`config.mk`:
```
export PLATFORM = sky130hd
export DESIGN_NAME = effective_address_unit
export DESIGN_NICKNAME = d
export VERILOG_FILES = /design/src/ea_pkg.sv /design/src/ea_step.sv /design/src/ea_sum.sv /design/src/effective_address_unit.sv
export SDC_FILE = /design/constraint.sdc
export NUM_CORES = 1
export LEC_CHECK = 0
export BUFFER_PORTS_ARGS = -buffer_cell sky130_fd_sc_hd__buf_2
export CAP_MARGIN = 20
export CORE_MARGIN = 2
export CORE_UTILIZATION = 35
export CTS_CLUSTER_DIAMETER = 200
export DETAILED_ROUTE_END_ITERATION = 6
export MAX_ROUTING_LAYER = met4
export PLACE_DENSITY = 0.63
export SLEW_MARGIN = 15
export SYNTH_ARGS = -nofsm -noshare
export SYNTH_HDL_FRONTEND = slang
export SYNTH_SLANG_ARGS = --single-unit
```
`constraint.sdc`:
```
create_clock -name i_clock -period 6.3 [get_ports i_clock]
set_clock_uncertainty 0.1 [all_clocks]
set_input_delay 0.63 -clock i_clock [delete_from_list [all_inputs] [get_ports i_clock]]
set_output_delay 0.63 -clock i_clock [all_outputs]
set_load 0.01 [all_outputs]
```
`src/ea_pkg.sv`:
```
// shared types and constants for the effective address unit
// assumes one processor clock; register numbers are 4 bits: bank, number
`default_nettype none
package ea_pkg;
    localparam int ADDR_BITS = 32;
    localparam int EXT_BITS = 16;
    localparam int BRIEF_BITS = 8;

    localparam logic [2:0] MODE_DATA_DIRECT = 3'h0;
    localparam logic [2:0] MODE_ADDR_DIRECT = 3'h1;
    localparam logic [2:0] MODE_INDIRECT = 3'h2;
    localparam logic [2:0] MODE_POSTINC = 3'h3;
    localparam logic [2:0] MODE_PREDEC = 3'h4;
    localparam logic [2:0] MODE_DISP = 3'h5;
    localparam logic [2:0] MODE_INDEX = 3'h6;
    localparam logic [2:0] MODE_SPECIAL = 3'h7;

    localparam logic [2:0] SPEC_ABS_SHORT = 3'h0;
    localparam logic [2:0] SPEC_ABS_LONG = 3'h1;
    localparam logic [2:0] SPEC_PC_DISP = 3'h2;
    localparam logic [2:0] SPEC_PC_INDEX = 3'h3;
    localparam logic [2:0] SPEC_IMMEDIATE = 3'h4;

    // address register seven is the active system stack pointer
    localparam logic [2:0] STACK_REG = 3'h7;
    localparam logic DATA_BANK = 1'b0;
    localparam logic ADDR_BANK = 1'b1;

    localparam logic [2:0] STEP_BYTE = 3'h1;
    localparam logic [2:0] STEP_WORD = 3'h2;
    localparam logic [2:0] STEP_LONG = 3'h4;

    // index field of the brief extension word
    localparam int IDX_SEL_HI = 15;
    localparam int IDX_SEL_LO = 12;
    localparam int IDX_LONG_BIT = 11;

    typedef enum logic [1:0] {SIZE_BYTE, SIZE_WORD, SIZE_LONG} size_e;
    typedef enum logic [1:0] {KIND_REGISTER, KIND_MEMORY, KIND_IMMEDIATE,
        KIND_STATUS} kind_e;
    typedef enum logic [1:0] {REF_NONE, REF_DATA, REF_PROGRAM,
        REF_CONTROL} ref_e;

    typedef struct packed {
        logic [2:0] mode;
        logic [2:0] regnum;
        size_e size;
        logic jump;
        logic status_target;
        logic condition_byte;
    } request_s;

    typedef struct packed {
        kind_e kind;
        ref_e ref_class;
        logic illegal;
        logic condition_byte;
        logic [ADDR_BITS-1:0] value;
    } result_s;

    typedef struct packed {
        logic en;
        logic [3:0] sel;
        logic [ADDR_BITS-1:0] data;
    } reg_write_s;

    function automatic logic [ADDR_BITS-1:0] sext16(
        input logic [EXT_BITS-1:0] w);
        return {{(ADDR_BITS-EXT_BITS){w[EXT_BITS-1]}}, w};
    endfunction
endpackage
`default_nettype wire

```
`src/ea_step.sv`:
```
// post-increment / pre-decrement step for a given operand size
// assumes the caller says whether the register is the stack pointer
`timescale 1ns/100ps
`default_nettype none
module ea_step
    import ea_pkg::*;
(
    input wire size_e i_size,
    input wire logic i_stack,
    output logic [ADDR_BITS-1:0] o_step
);
    logic [2:0] step;

    always_comb
    begin
        case (i_size)
            // a byte on the stack pointer moves two to stay word aligned
            SIZE_BYTE: step = i_stack ? STEP_WORD : STEP_BYTE;
            SIZE_WORD: step = STEP_WORD;
            SIZE_LONG: step = STEP_LONG;
            default: step = STEP_BYTE;
        endcase
        o_step = ADDR_BITS'(step);
    end
endmodule // ea_step
`default_nettype wire

```
`src/ea_sum.sv`:
```
// three-term address adder: base, signed displacement, index
// assumes index is already extended to full width by the caller
`timescale 1ns/100ps
`default_nettype none
module ea_sum
    import ea_pkg::*;
#(
    parameter int WIDTH = ADDR_BITS
)
(
    input wire logic [WIDTH-1:0] i_base,
    input wire logic [EXT_BITS-1:0] i_ext,
    input wire logic [WIDTH-1:0] i_index,
    input wire logic i_brief,
    input wire logic i_use_index,
    output logic [WIDTH-1:0] o_sum
);
    if (WIDTH < EXT_BITS)
    begin : g_width_check
        $error("ea_sum width below extension word width");
    end

    logic [WIDTH-1:0] disp;

    always_comb
    begin
        // brief form keeps only the low byte as displacement
        if (i_brief)
            disp = {{(WIDTH-BRIEF_BITS){i_ext[BRIEF_BITS-1]}},
                i_ext[BRIEF_BITS-1:0]};
        else
            disp = {{(WIDTH-EXT_BITS){i_ext[EXT_BITS-1]}}, i_ext};
        o_sum = i_base + disp + (i_use_index ? i_index : '0);
    end
endmodule // ea_sum
`default_nettype wire

```
`src/effective_address_unit.sv`:
```
// effective address decode and operand address generation
// assumes register file answers one cycle after a read strobe and
// the fetch unit answers o_ext_req with i_ext_valid plus word address
//
// How it works
// - specifier is a 3-bit mode plus a 3-bit register field
// - direct operands come from sixteen registers, data then address
// - mode 000: data register itself is the operand
// - mode 001: address register itself is the operand
// - mode 010: register holds address; data ref, control for jumps
// - mode 011: use register, then add 1, 2 or 4 by size
// - post-increment of stack pointer by a byte adds 2
// - mode 100: subtract 1, 2 or 4 first, then use as address
// - pre-decrement of stack pointer by a byte subtracts 2
// - mode 101: register plus sign-extended 16-bit extension word
// - mode 110: register plus sign-extended low byte plus index
// - mode 111: register field picks a special mode
// - 111/000: extension word sign-extended as absolute address
// - 111/001: two words, first is upper half
// - 111/010: program counter plus sign-extended word
// - 111/011: program counter plus low byte plus index
// - pc-relative uses extension word address; program reference
// - 111/100: immediate, one word or two for long
// - byte immediate is low byte, word immediate whole word
// - long immediate: first word upper, second lower
// - status register or its low byte may be the operand
// - address register seven counts as the stack pointer
`timescale 1ns/100ps
`default_nettype none
module effective_address_unit
    import ea_pkg::*;
(
    input wire logic i_clock,
    input wire logic i_resetn,
    input wire logic i_start,
    input wire request_s i_request,
    output logic o_busy,
    output logic o_reg_rd_en,
    output logic [3:0] o_reg_rd_sel,
    input wire logic [ADDR_BITS-1:0] i_reg_rd_data,
    output logic o_ext_req,
    input wire logic i_ext_valid,
    input wire logic [EXT_BITS-1:0] i_ext_word,
    input wire logic [ADDR_BITS-1:0] i_program_counter,
    output logic o_done,
    output result_s o_result,
    output reg_write_s o_reg_wr
);
    typedef enum logic [2:0] {ST_IDLE, ST_BASE_ISSUE, ST_BASE_TAKE,
        ST_EXT_FIRST, ST_EXT_SECOND, ST_INDEX_ISSUE, ST_INDEX_TAKE,
        ST_FINISH} state_e;

    state_e state, next_state;
    request_s req, next_req;
    logic [ADDR_BITS-1:0] base, next_base;
    logic [ADDR_BITS-1:0] index, next_index;
    logic [ADDR_BITS-1:0] pc_at_ext, next_pc_at_ext;
    logic [EXT_BITS-1:0] ext_first, next_ext_first;
    logic [EXT_BITS-1:0] ext_second, next_ext_second;
    logic next_busy, next_reg_rd_en, next_ext_req, next_done;
    logic [3:0] next_reg_rd_sel;
    result_s next_result;
    reg_write_s next_reg_wr;
    logic [ADDR_BITS-1:0] step_value, sum_base, sum_value;
    logic sum_brief;

    function automatic logic is_special(input request_s r,
        input logic [2:0] s);
        return r.mode == MODE_SPECIAL && r.regnum == s;
    endfunction

    function automatic logic uses_index(input request_s r);
        return r.mode == MODE_INDEX || is_special(r, SPEC_PC_INDEX);
    endfunction

    function automatic logic wants_second(input request_s r);
        return is_special(r, SPEC_ABS_LONG) ||
            (is_special(r, SPEC_IMMEDIATE) && r.size == SIZE_LONG);
    endfunction

    function automatic logic special_illegal(input request_s r);
        return r.mode == MODE_SPECIAL && r.regnum > SPEC_IMMEDIATE;
    endfunction

    ea_step u_step (
        .i_size(req.size),
        .i_stack(req.regnum == STACK_REG),
        .o_step(step_value)
    );

    ea_sum #(.WIDTH(ADDR_BITS)) u_sum (
        .i_base(sum_base),
        .i_ext(ext_first),
        .i_index(index),
        .i_brief(sum_brief),
        .i_use_index(uses_index(req)),
        .o_sum(sum_value)
    );

    always_comb
    begin
        sum_brief = uses_index(req);
        if (req.mode != MODE_SPECIAL)
            sum_base = base;
        else if (req.regnum == SPEC_ABS_SHORT)
            sum_base = '0;
        else
            sum_base = pc_at_ext;
    end

    always_comb
    begin
        next_state = state;
        next_req = req;
        next_base = base;
        next_index = index;
        next_pc_at_ext = pc_at_ext;
        next_ext_first = ext_first;
        next_ext_second = ext_second;
        next_busy = o_busy;
        next_reg_rd_en = 1'b0;
        next_reg_rd_sel = o_reg_rd_sel;
        next_ext_req = o_ext_req;
        next_done = 1'b0;
        next_result = o_result;
        next_reg_wr = o_reg_wr;
        next_reg_wr.en = 1'b0;
        case (state)
            ST_IDLE:
            begin
                if (i_start)
                begin
                    next_req = i_request;
                    next_busy = 1'b1;
                    if (i_request.status_target ||
                        special_illegal(i_request))
                        next_state = ST_FINISH;
                    else if (i_request.mode != MODE_SPECIAL)
                    begin
                        next_reg_rd_en = 1'b1;
                        next_reg_rd_sel = {(i_request.mode == MODE_DATA_DIRECT)
                          ? DATA_BANK : ADDR_BANK, i_request.regnum};
                        next_state = ST_BASE_ISSUE;
                    end
                    else
                    begin
                        next_ext_req = 1'b1;
                        next_state = ST_EXT_FIRST;
                    end
                end
            end
            ST_BASE_ISSUE:
                next_state = ST_BASE_TAKE;
            ST_BASE_TAKE:
            begin
                next_base = i_reg_rd_data;
                if (req.mode == MODE_DISP || req.mode == MODE_INDEX)
                begin
                    next_ext_req = 1'b1;
                    next_state = ST_EXT_FIRST;
                end
                else
                    next_state = ST_FINISH;
            end
            ST_EXT_FIRST:
            begin
                if (i_ext_valid)
                begin
                    next_ext_first = i_ext_word;
                    next_pc_at_ext = i_program_counter;
                    if (wants_second(req))
                        next_state = ST_EXT_SECOND;
                    else if (uses_index(req))
                    begin
                        next_ext_req = 1'b0;
                        next_reg_rd_en = 1'b1;
                        next_reg_rd_sel = i_ext_word[IDX_SEL_HI:IDX_SEL_LO];
                        next_state = ST_INDEX_ISSUE;
                    end
                    else
                    begin
                        next_ext_req = 1'b0;
                        next_state = ST_FINISH;
                    end
                end
            end
            ST_EXT_SECOND:
            begin
                if (i_ext_valid)
                begin
                    next_ext_second = i_ext_word;
                    next_ext_req = 1'b0;
                    next_state = ST_FINISH;
                end
            end
            ST_INDEX_ISSUE:
                next_state = ST_INDEX_TAKE;
            ST_INDEX_TAKE:
            begin
                // word-sized index uses only its sign-extended low half
                next_index = ext_first[IDX_LONG_BIT] ? i_reg_rd_data
                    : sext16(i_reg_rd_data[EXT_BITS-1:0]);
                next_state = ST_FINISH;
            end
            ST_FINISH:
            begin
                next_done = 1'b1;
                next_busy = 1'b0;
                next_state = ST_IDLE;
                next_result.kind = KIND_MEMORY;
                next_result.ref_class = req.jump ? REF_CONTROL : REF_DATA;
                next_result.illegal = 1'b0;
                next_result.condition_byte = 1'b0;
                next_result.value = sum_value;
                next_reg_wr.sel = {ADDR_BANK, req.regnum};
                if (req.status_target)
                begin
                    next_result.kind = KIND_STATUS;
                    next_result.ref_class = REF_NONE;
                    next_result.condition_byte = req.condition_byte;
                    next_result.value = '0;
                end
                else
                begin
                    case (req.mode)
                        MODE_DATA_DIRECT, MODE_ADDR_DIRECT:
                        begin
                            next_result.kind = KIND_REGISTER;
                            next_result.ref_class = REF_NONE;
                            next_result.value = base;
                        end
                        MODE_INDIRECT:
                            next_result.value = base;
                        MODE_POSTINC:
                        begin
                            next_result.ref_class = REF_DATA;
                            next_result.value = base;
                            next_reg_wr.en = 1'b1;
                            next_reg_wr.data = base + step_value;
                        end
                        MODE_PREDEC:
                        begin
                            next_result.ref_class = REF_DATA;
                            next_result.value = base - step_value;
                            next_reg_wr.en = 1'b1;
                            next_reg_wr.data = base - step_value;
                        end
                        MODE_DISP, MODE_INDEX:
                            next_result.value = sum_value;
                        MODE_SPECIAL:
                        begin
                            case (req.regnum)
                                SPEC_ABS_SHORT:
                                    next_result.value = sum_value;
                                SPEC_ABS_LONG:
                                    next_result.value =
                                        {ext_first, ext_second};
                                SPEC_PC_DISP, SPEC_PC_INDEX:
                                    next_result.ref_class = REF_PROGRAM;
                                SPEC_IMMEDIATE:
                                begin
                                    next_result.kind = KIND_IMMEDIATE;
                                    next_result.ref_class = REF_NONE;
                                    case (req.size)
                                        SIZE_BYTE: next_result.value =
                                            {{(ADDR_BITS-BRIEF_BITS){1'b0}},
                                        ext_first[BRIEF_BITS-1:0]};
                                        SIZE_WORD: next_result.value =
                                            {{(ADDR_BITS-EXT_BITS){1'b0}},
                                            ext_first};
                                        default: next_result.value =
                                            {ext_first, ext_second};
                                    endcase
                                end
                                default:
                                begin
                                    next_result.illegal = 1'b1;
                                    next_result.ref_class = REF_NONE;
                                    next_result.value = '0;
                                end
                            endcase
                        end
                        default:
                            next_result.illegal = 1'b1;
                    endcase
                end
            end
            default:
                next_state = ST_IDLE;
        endcase
    end

    always_ff @(posedge i_clock or negedge i_resetn)
    begin
        if (!i_resetn)
        begin
            state <= ST_IDLE;
            req <= '0;
            base <= '0;
            index <= '0;
            pc_at_ext <= '0;
            ext_first <= '0;
            ext_second <= '0;
            o_busy <= 1'b0;
            o_reg_rd_en <= 1'b0;
            o_reg_rd_sel <= '0;
            o_ext_req <= 1'b0;
            o_done <= 1'b0;
            o_result <= '0;
            o_reg_wr <= '0;
        end
        else
        begin
            state <= next_state;
            req <= next_req;
            base <= next_base;
            index <= next_index;
            pc_at_ext <= next_pc_at_ext;
            ext_first <= next_ext_first;
            ext_second <= next_ext_second;
            o_busy <= next_busy;
            o_reg_rd_en <= next_reg_rd_en;
            o_reg_rd_sel <= next_reg_rd_sel;
            o_ext_req <= next_ext_req;
            o_done <= next_done;
            o_result <= next_result;
            o_reg_wr <= next_reg_wr;
        end
    end

    logic fin_plain;
    assign fin_plain = o_done && !req.status_target;
endmodule // effective_address_unit
`default_nettype wire

```
==> results.py <==
metrics = {
    "floorplan": {
        "die_area_mm2": 0.0426,
        "ios": 178,
        "fp.dieW_um": 206,
        "rows": 74,
        "core_mm2": 0.0406,
        "die_y_um": 206,
        "start_util_pct": 35.3,
    },
    "logic_synthesis": {
        "yosys.cell_count.top_type": "dfrtp_1",
        "synthesis.area_mm2": 0.0143,
        "synth_common_cells": "dfrtp_1, nand2_1, o21ai_0",
        "postSynthCellCount": 1550,
        "synthArstFlopShare_pct": 100,
        "ys.flop_type": "dfrtp_1",
        "synth-seq-cells": 225,
        "yosys-top-cells-area": "dfrtp_1, mux2_2, nand2_1, fa_1, o21ai_0",
        "yosysTopAreaCellShare_pct": 39.3,
        "synth.distinct_cells": 79,
        "synth_top_area_cell": "dfrtp_1",
        "ys_warn_count": 0,
        "synth-edff-count": 0,
        "syn_avg_cell_area_um2": 9.25,
        "ys_seq_area_share_pct": 39.3,
        "syn-num-nets": 1719,
    },
    "cts": {
        "holdBufCountCts": 1,
        "tritoncts": "built",
        "worstSkewPairLatency_ns": 0.57,
        "clockBufferDepth": 3,
        "cts_htree_levels": 1,
        "clk_pin_slew_ns": 0.06,
        "clkSinkCount": 225,
        "cts_made_buffers": 27,
        "post_cts_resized": 0,
        "postCtsSetupRepairBufs": 0,
        "cts_root_buffer": "clkbuf_16",
    },
    "finish": {
        "final_nets": 1831,
        "final_core_util_pct": 40.7,
        "drive_gt1_share_pct": 23.2,
        "multi_input_area_mm2": 0.00789,
        "fillers": 4042,
        "syn2layout_area_growth_pct": 15.4,
        "seqCellArea_mm2": 0.00563,
    },
    "placed_design": {
        "place_congestion": 0.919,
        "io_buffers": 177,
        "post-dp-hpwl_um": 35300,
    },
    "global_route": {
        "overflow": 0,
        "grt_max_degree": 87,
        "grt_pass1_vias": 11700,
        "grtUsageTotal_pct": 22.6,
        "grt_pass1_wl_um": 71600,
        "antenna_found_initial": 4,
    },
    "critical_path": {
        "setup.worst_path.start": "req[6]",
        "slowest_delay_ns": 0.54,
        "cp.arrival_ns": 5.41,
        "rrSetupSlack_ns": 1.20,
        "r2r_start": "req[6]",
        "cpMaxStageDelayCell": "dfrtp_1",
        "start_kind": "flop",
        "cp-end-kind": "flop",
        "cp.required_ns": 6.62,
        "crit_type": "reg2reg",
        "crit_chain": "nand2_1 > o21ai_0 > nand3_1 > buf_4 > nor2_1 > a21oi_2 > buf_4 > fa_1 > inv_1 > ha_1 > a21oi_1 > o21ai_0 > a221oi_1 > o2bb2ai_1 > a31oi_1 > mux2i_1 > or4_1",
        "cp_max_fo": 16,
    },
    "sta": {
        "finalCritPeriodShare_pct": 80.9,
        "final_max_slew_viol_count": 0,
        "min_period_ns": 5.10,
        "clock.fmax_mhz": 196,
        "setup_tns_ns": 0,
        "finalSetupViolations": 0,
        "maxSlewHeadroom_pct": 23.3,
        "worstMarginPinSlew_ns": 1.15,
        "rsz0062_at_grt": "no",
        "finalHoldViolations": 0,
    },
    "route": {
        "wire_per_inst_um": 21.2,
        "vias": 12100,
        "initialDrtViolationCount": 997,
        "dr.pass1.iters": 5,
        "via_per_inst": 5.46,
        "drc": 0,
        "ant_nets": 0,
        "totalWireLength_um": 46900,
    },
    "hold_path": {
        "hold_path.class": "in2reg",
        "worstHoldStart": "i_request[3]",
    },
    "run": {
        "cap_violations": 0,
    },
    "outcome": {
        "status": "completed",
    },
}
[layout make-up]
class,instances,area share (%)
inverter,102,2.31
sequential,225,34.0
antenna,3,0.0454
multi-input combinational,1108,47.7
timing repair buffer,198,6.41
tap,532,4.02
clock buffer,35,4.57
clock inverter,12,0.900
[sequential cells by signal, summed over array words and instances (netlist names)]
name	cells
base	32
index	32
ext_first	16
o_busy	1
ext_second	16
o_result	38
o_ext_req	1
req	11
o_reg_wr	37
state	3
pc_at_ext	32
o_reg_rd_en	1
o_done	1
o_reg_rd_sel	4
[cell families after synthesis]
family          count (synthesis)  share of synthesized area (%)
simple gates                  425                           14.2
compound gates                413                           18.3
flops                         225                           39.3
buf+inv                       217                           5.93
mux                           120                           9.38
xor+xnor                       76                           4.65
fa+ha+maj                      74                           8.24
[path summary, 6_finish.rpt]
path / end / depth (start not counted)
worst max-delay path: o_result[30] / 17
worst min-delay path: req[3] / 3
worst max register to register: o_result[30] / 17
worst min register to register: o_reg_wr[35] / 1
max in group asynchronous: base[2] / 3
min in group asynchronous: pc_at_ext[30] / 2
[metrics by stage]
step / cell area [µm²] / hold WS, ns / setup WS [ns] / instances
after detailed placement: 15600 / 0.353 / 1.35 / 2162
after CTS: 16500 / 0.182 / 1.30 / 2210
after global placement: 15600 / 0.351 / 1.46 / 2162
after global routing: 16500 / 0.200 / 0.796 / 2215
final: 16500 / 0.194 / 1.20 / 2215
after floorplan: 14300 / 0.234 / 0.986 / 1550
[placed cells by master (no fill, tap or decap), drive strengths merged, types with 8 or more instances in the layout]
| cell | synthesis | routed |
|---|---|---|
| nand4 | 15 | 15 |
| a211oi | 10 | 10 |
| xor2 | 35 | 35 |
| nor2 | 90 | 90 |
| a221oi | 15 | 15 |
| o41ai | 9 | 9 |
| o221ai | 9 | 9 |
| mux2 | 114 | 114 |
| a21o | 11 | 11 |
| nand2 | 186 | 186 |
| nand3 | 33 | 33 |
| a31oi | 15 | 15 |
| nand2b | 8 | 8 |
| and3 | 9 | 9 |
| ha | 40 | 40 |
| o211ai | 11 | 11 |
| buf | 21 | 197 |
| fa | 34 | 34 |
| clkbuf | 94 | 35 |
| xnor2 | 41 | 41 |
| a21oi | 99 | 99 |
| nor3 | 30 | 30 |
| o21ai | 130 | 130 |
| dfrtp | 225 | 225 |
| inv | 102 | 102 |
| clkinv | 0 | 8 |
| or2 | 8 | 8 |
| a22oi | 53 | 53 |
[worst max-delay path, delay by kind of cell (launching register included)]
family | cells | cell delay [ns]
buffers and inverters | 3 | 0.52
adder cells (fa/ha/maj) | 2 | 0.87
multiplexers | 1 | 0.11
AND/OR/NAND/NOR | 4 | 1.15
AO/OA/AOI/OAI | 7 | 1.65
flip-flops | 1 | 0.54
[layer usage]
| layer | global-route usage (%) | share of wire, % | vias to the layer above |
|---|---|---|---|
| met4 | 6.79 | 2.8 | 0 |
| met2 | 31.9 | 43 | 460 |
| met5 | - | 0 | - |
| li1 | - | - | 5690 |
| met3 | 3.72 | 7.3 | 64 |
| met1 | 32.9 | 47 | 5874 |
Power is left out: the tool's default activity adds up to more than one toggle a clock period on the data nets, which glitch-free logic cannot reach.
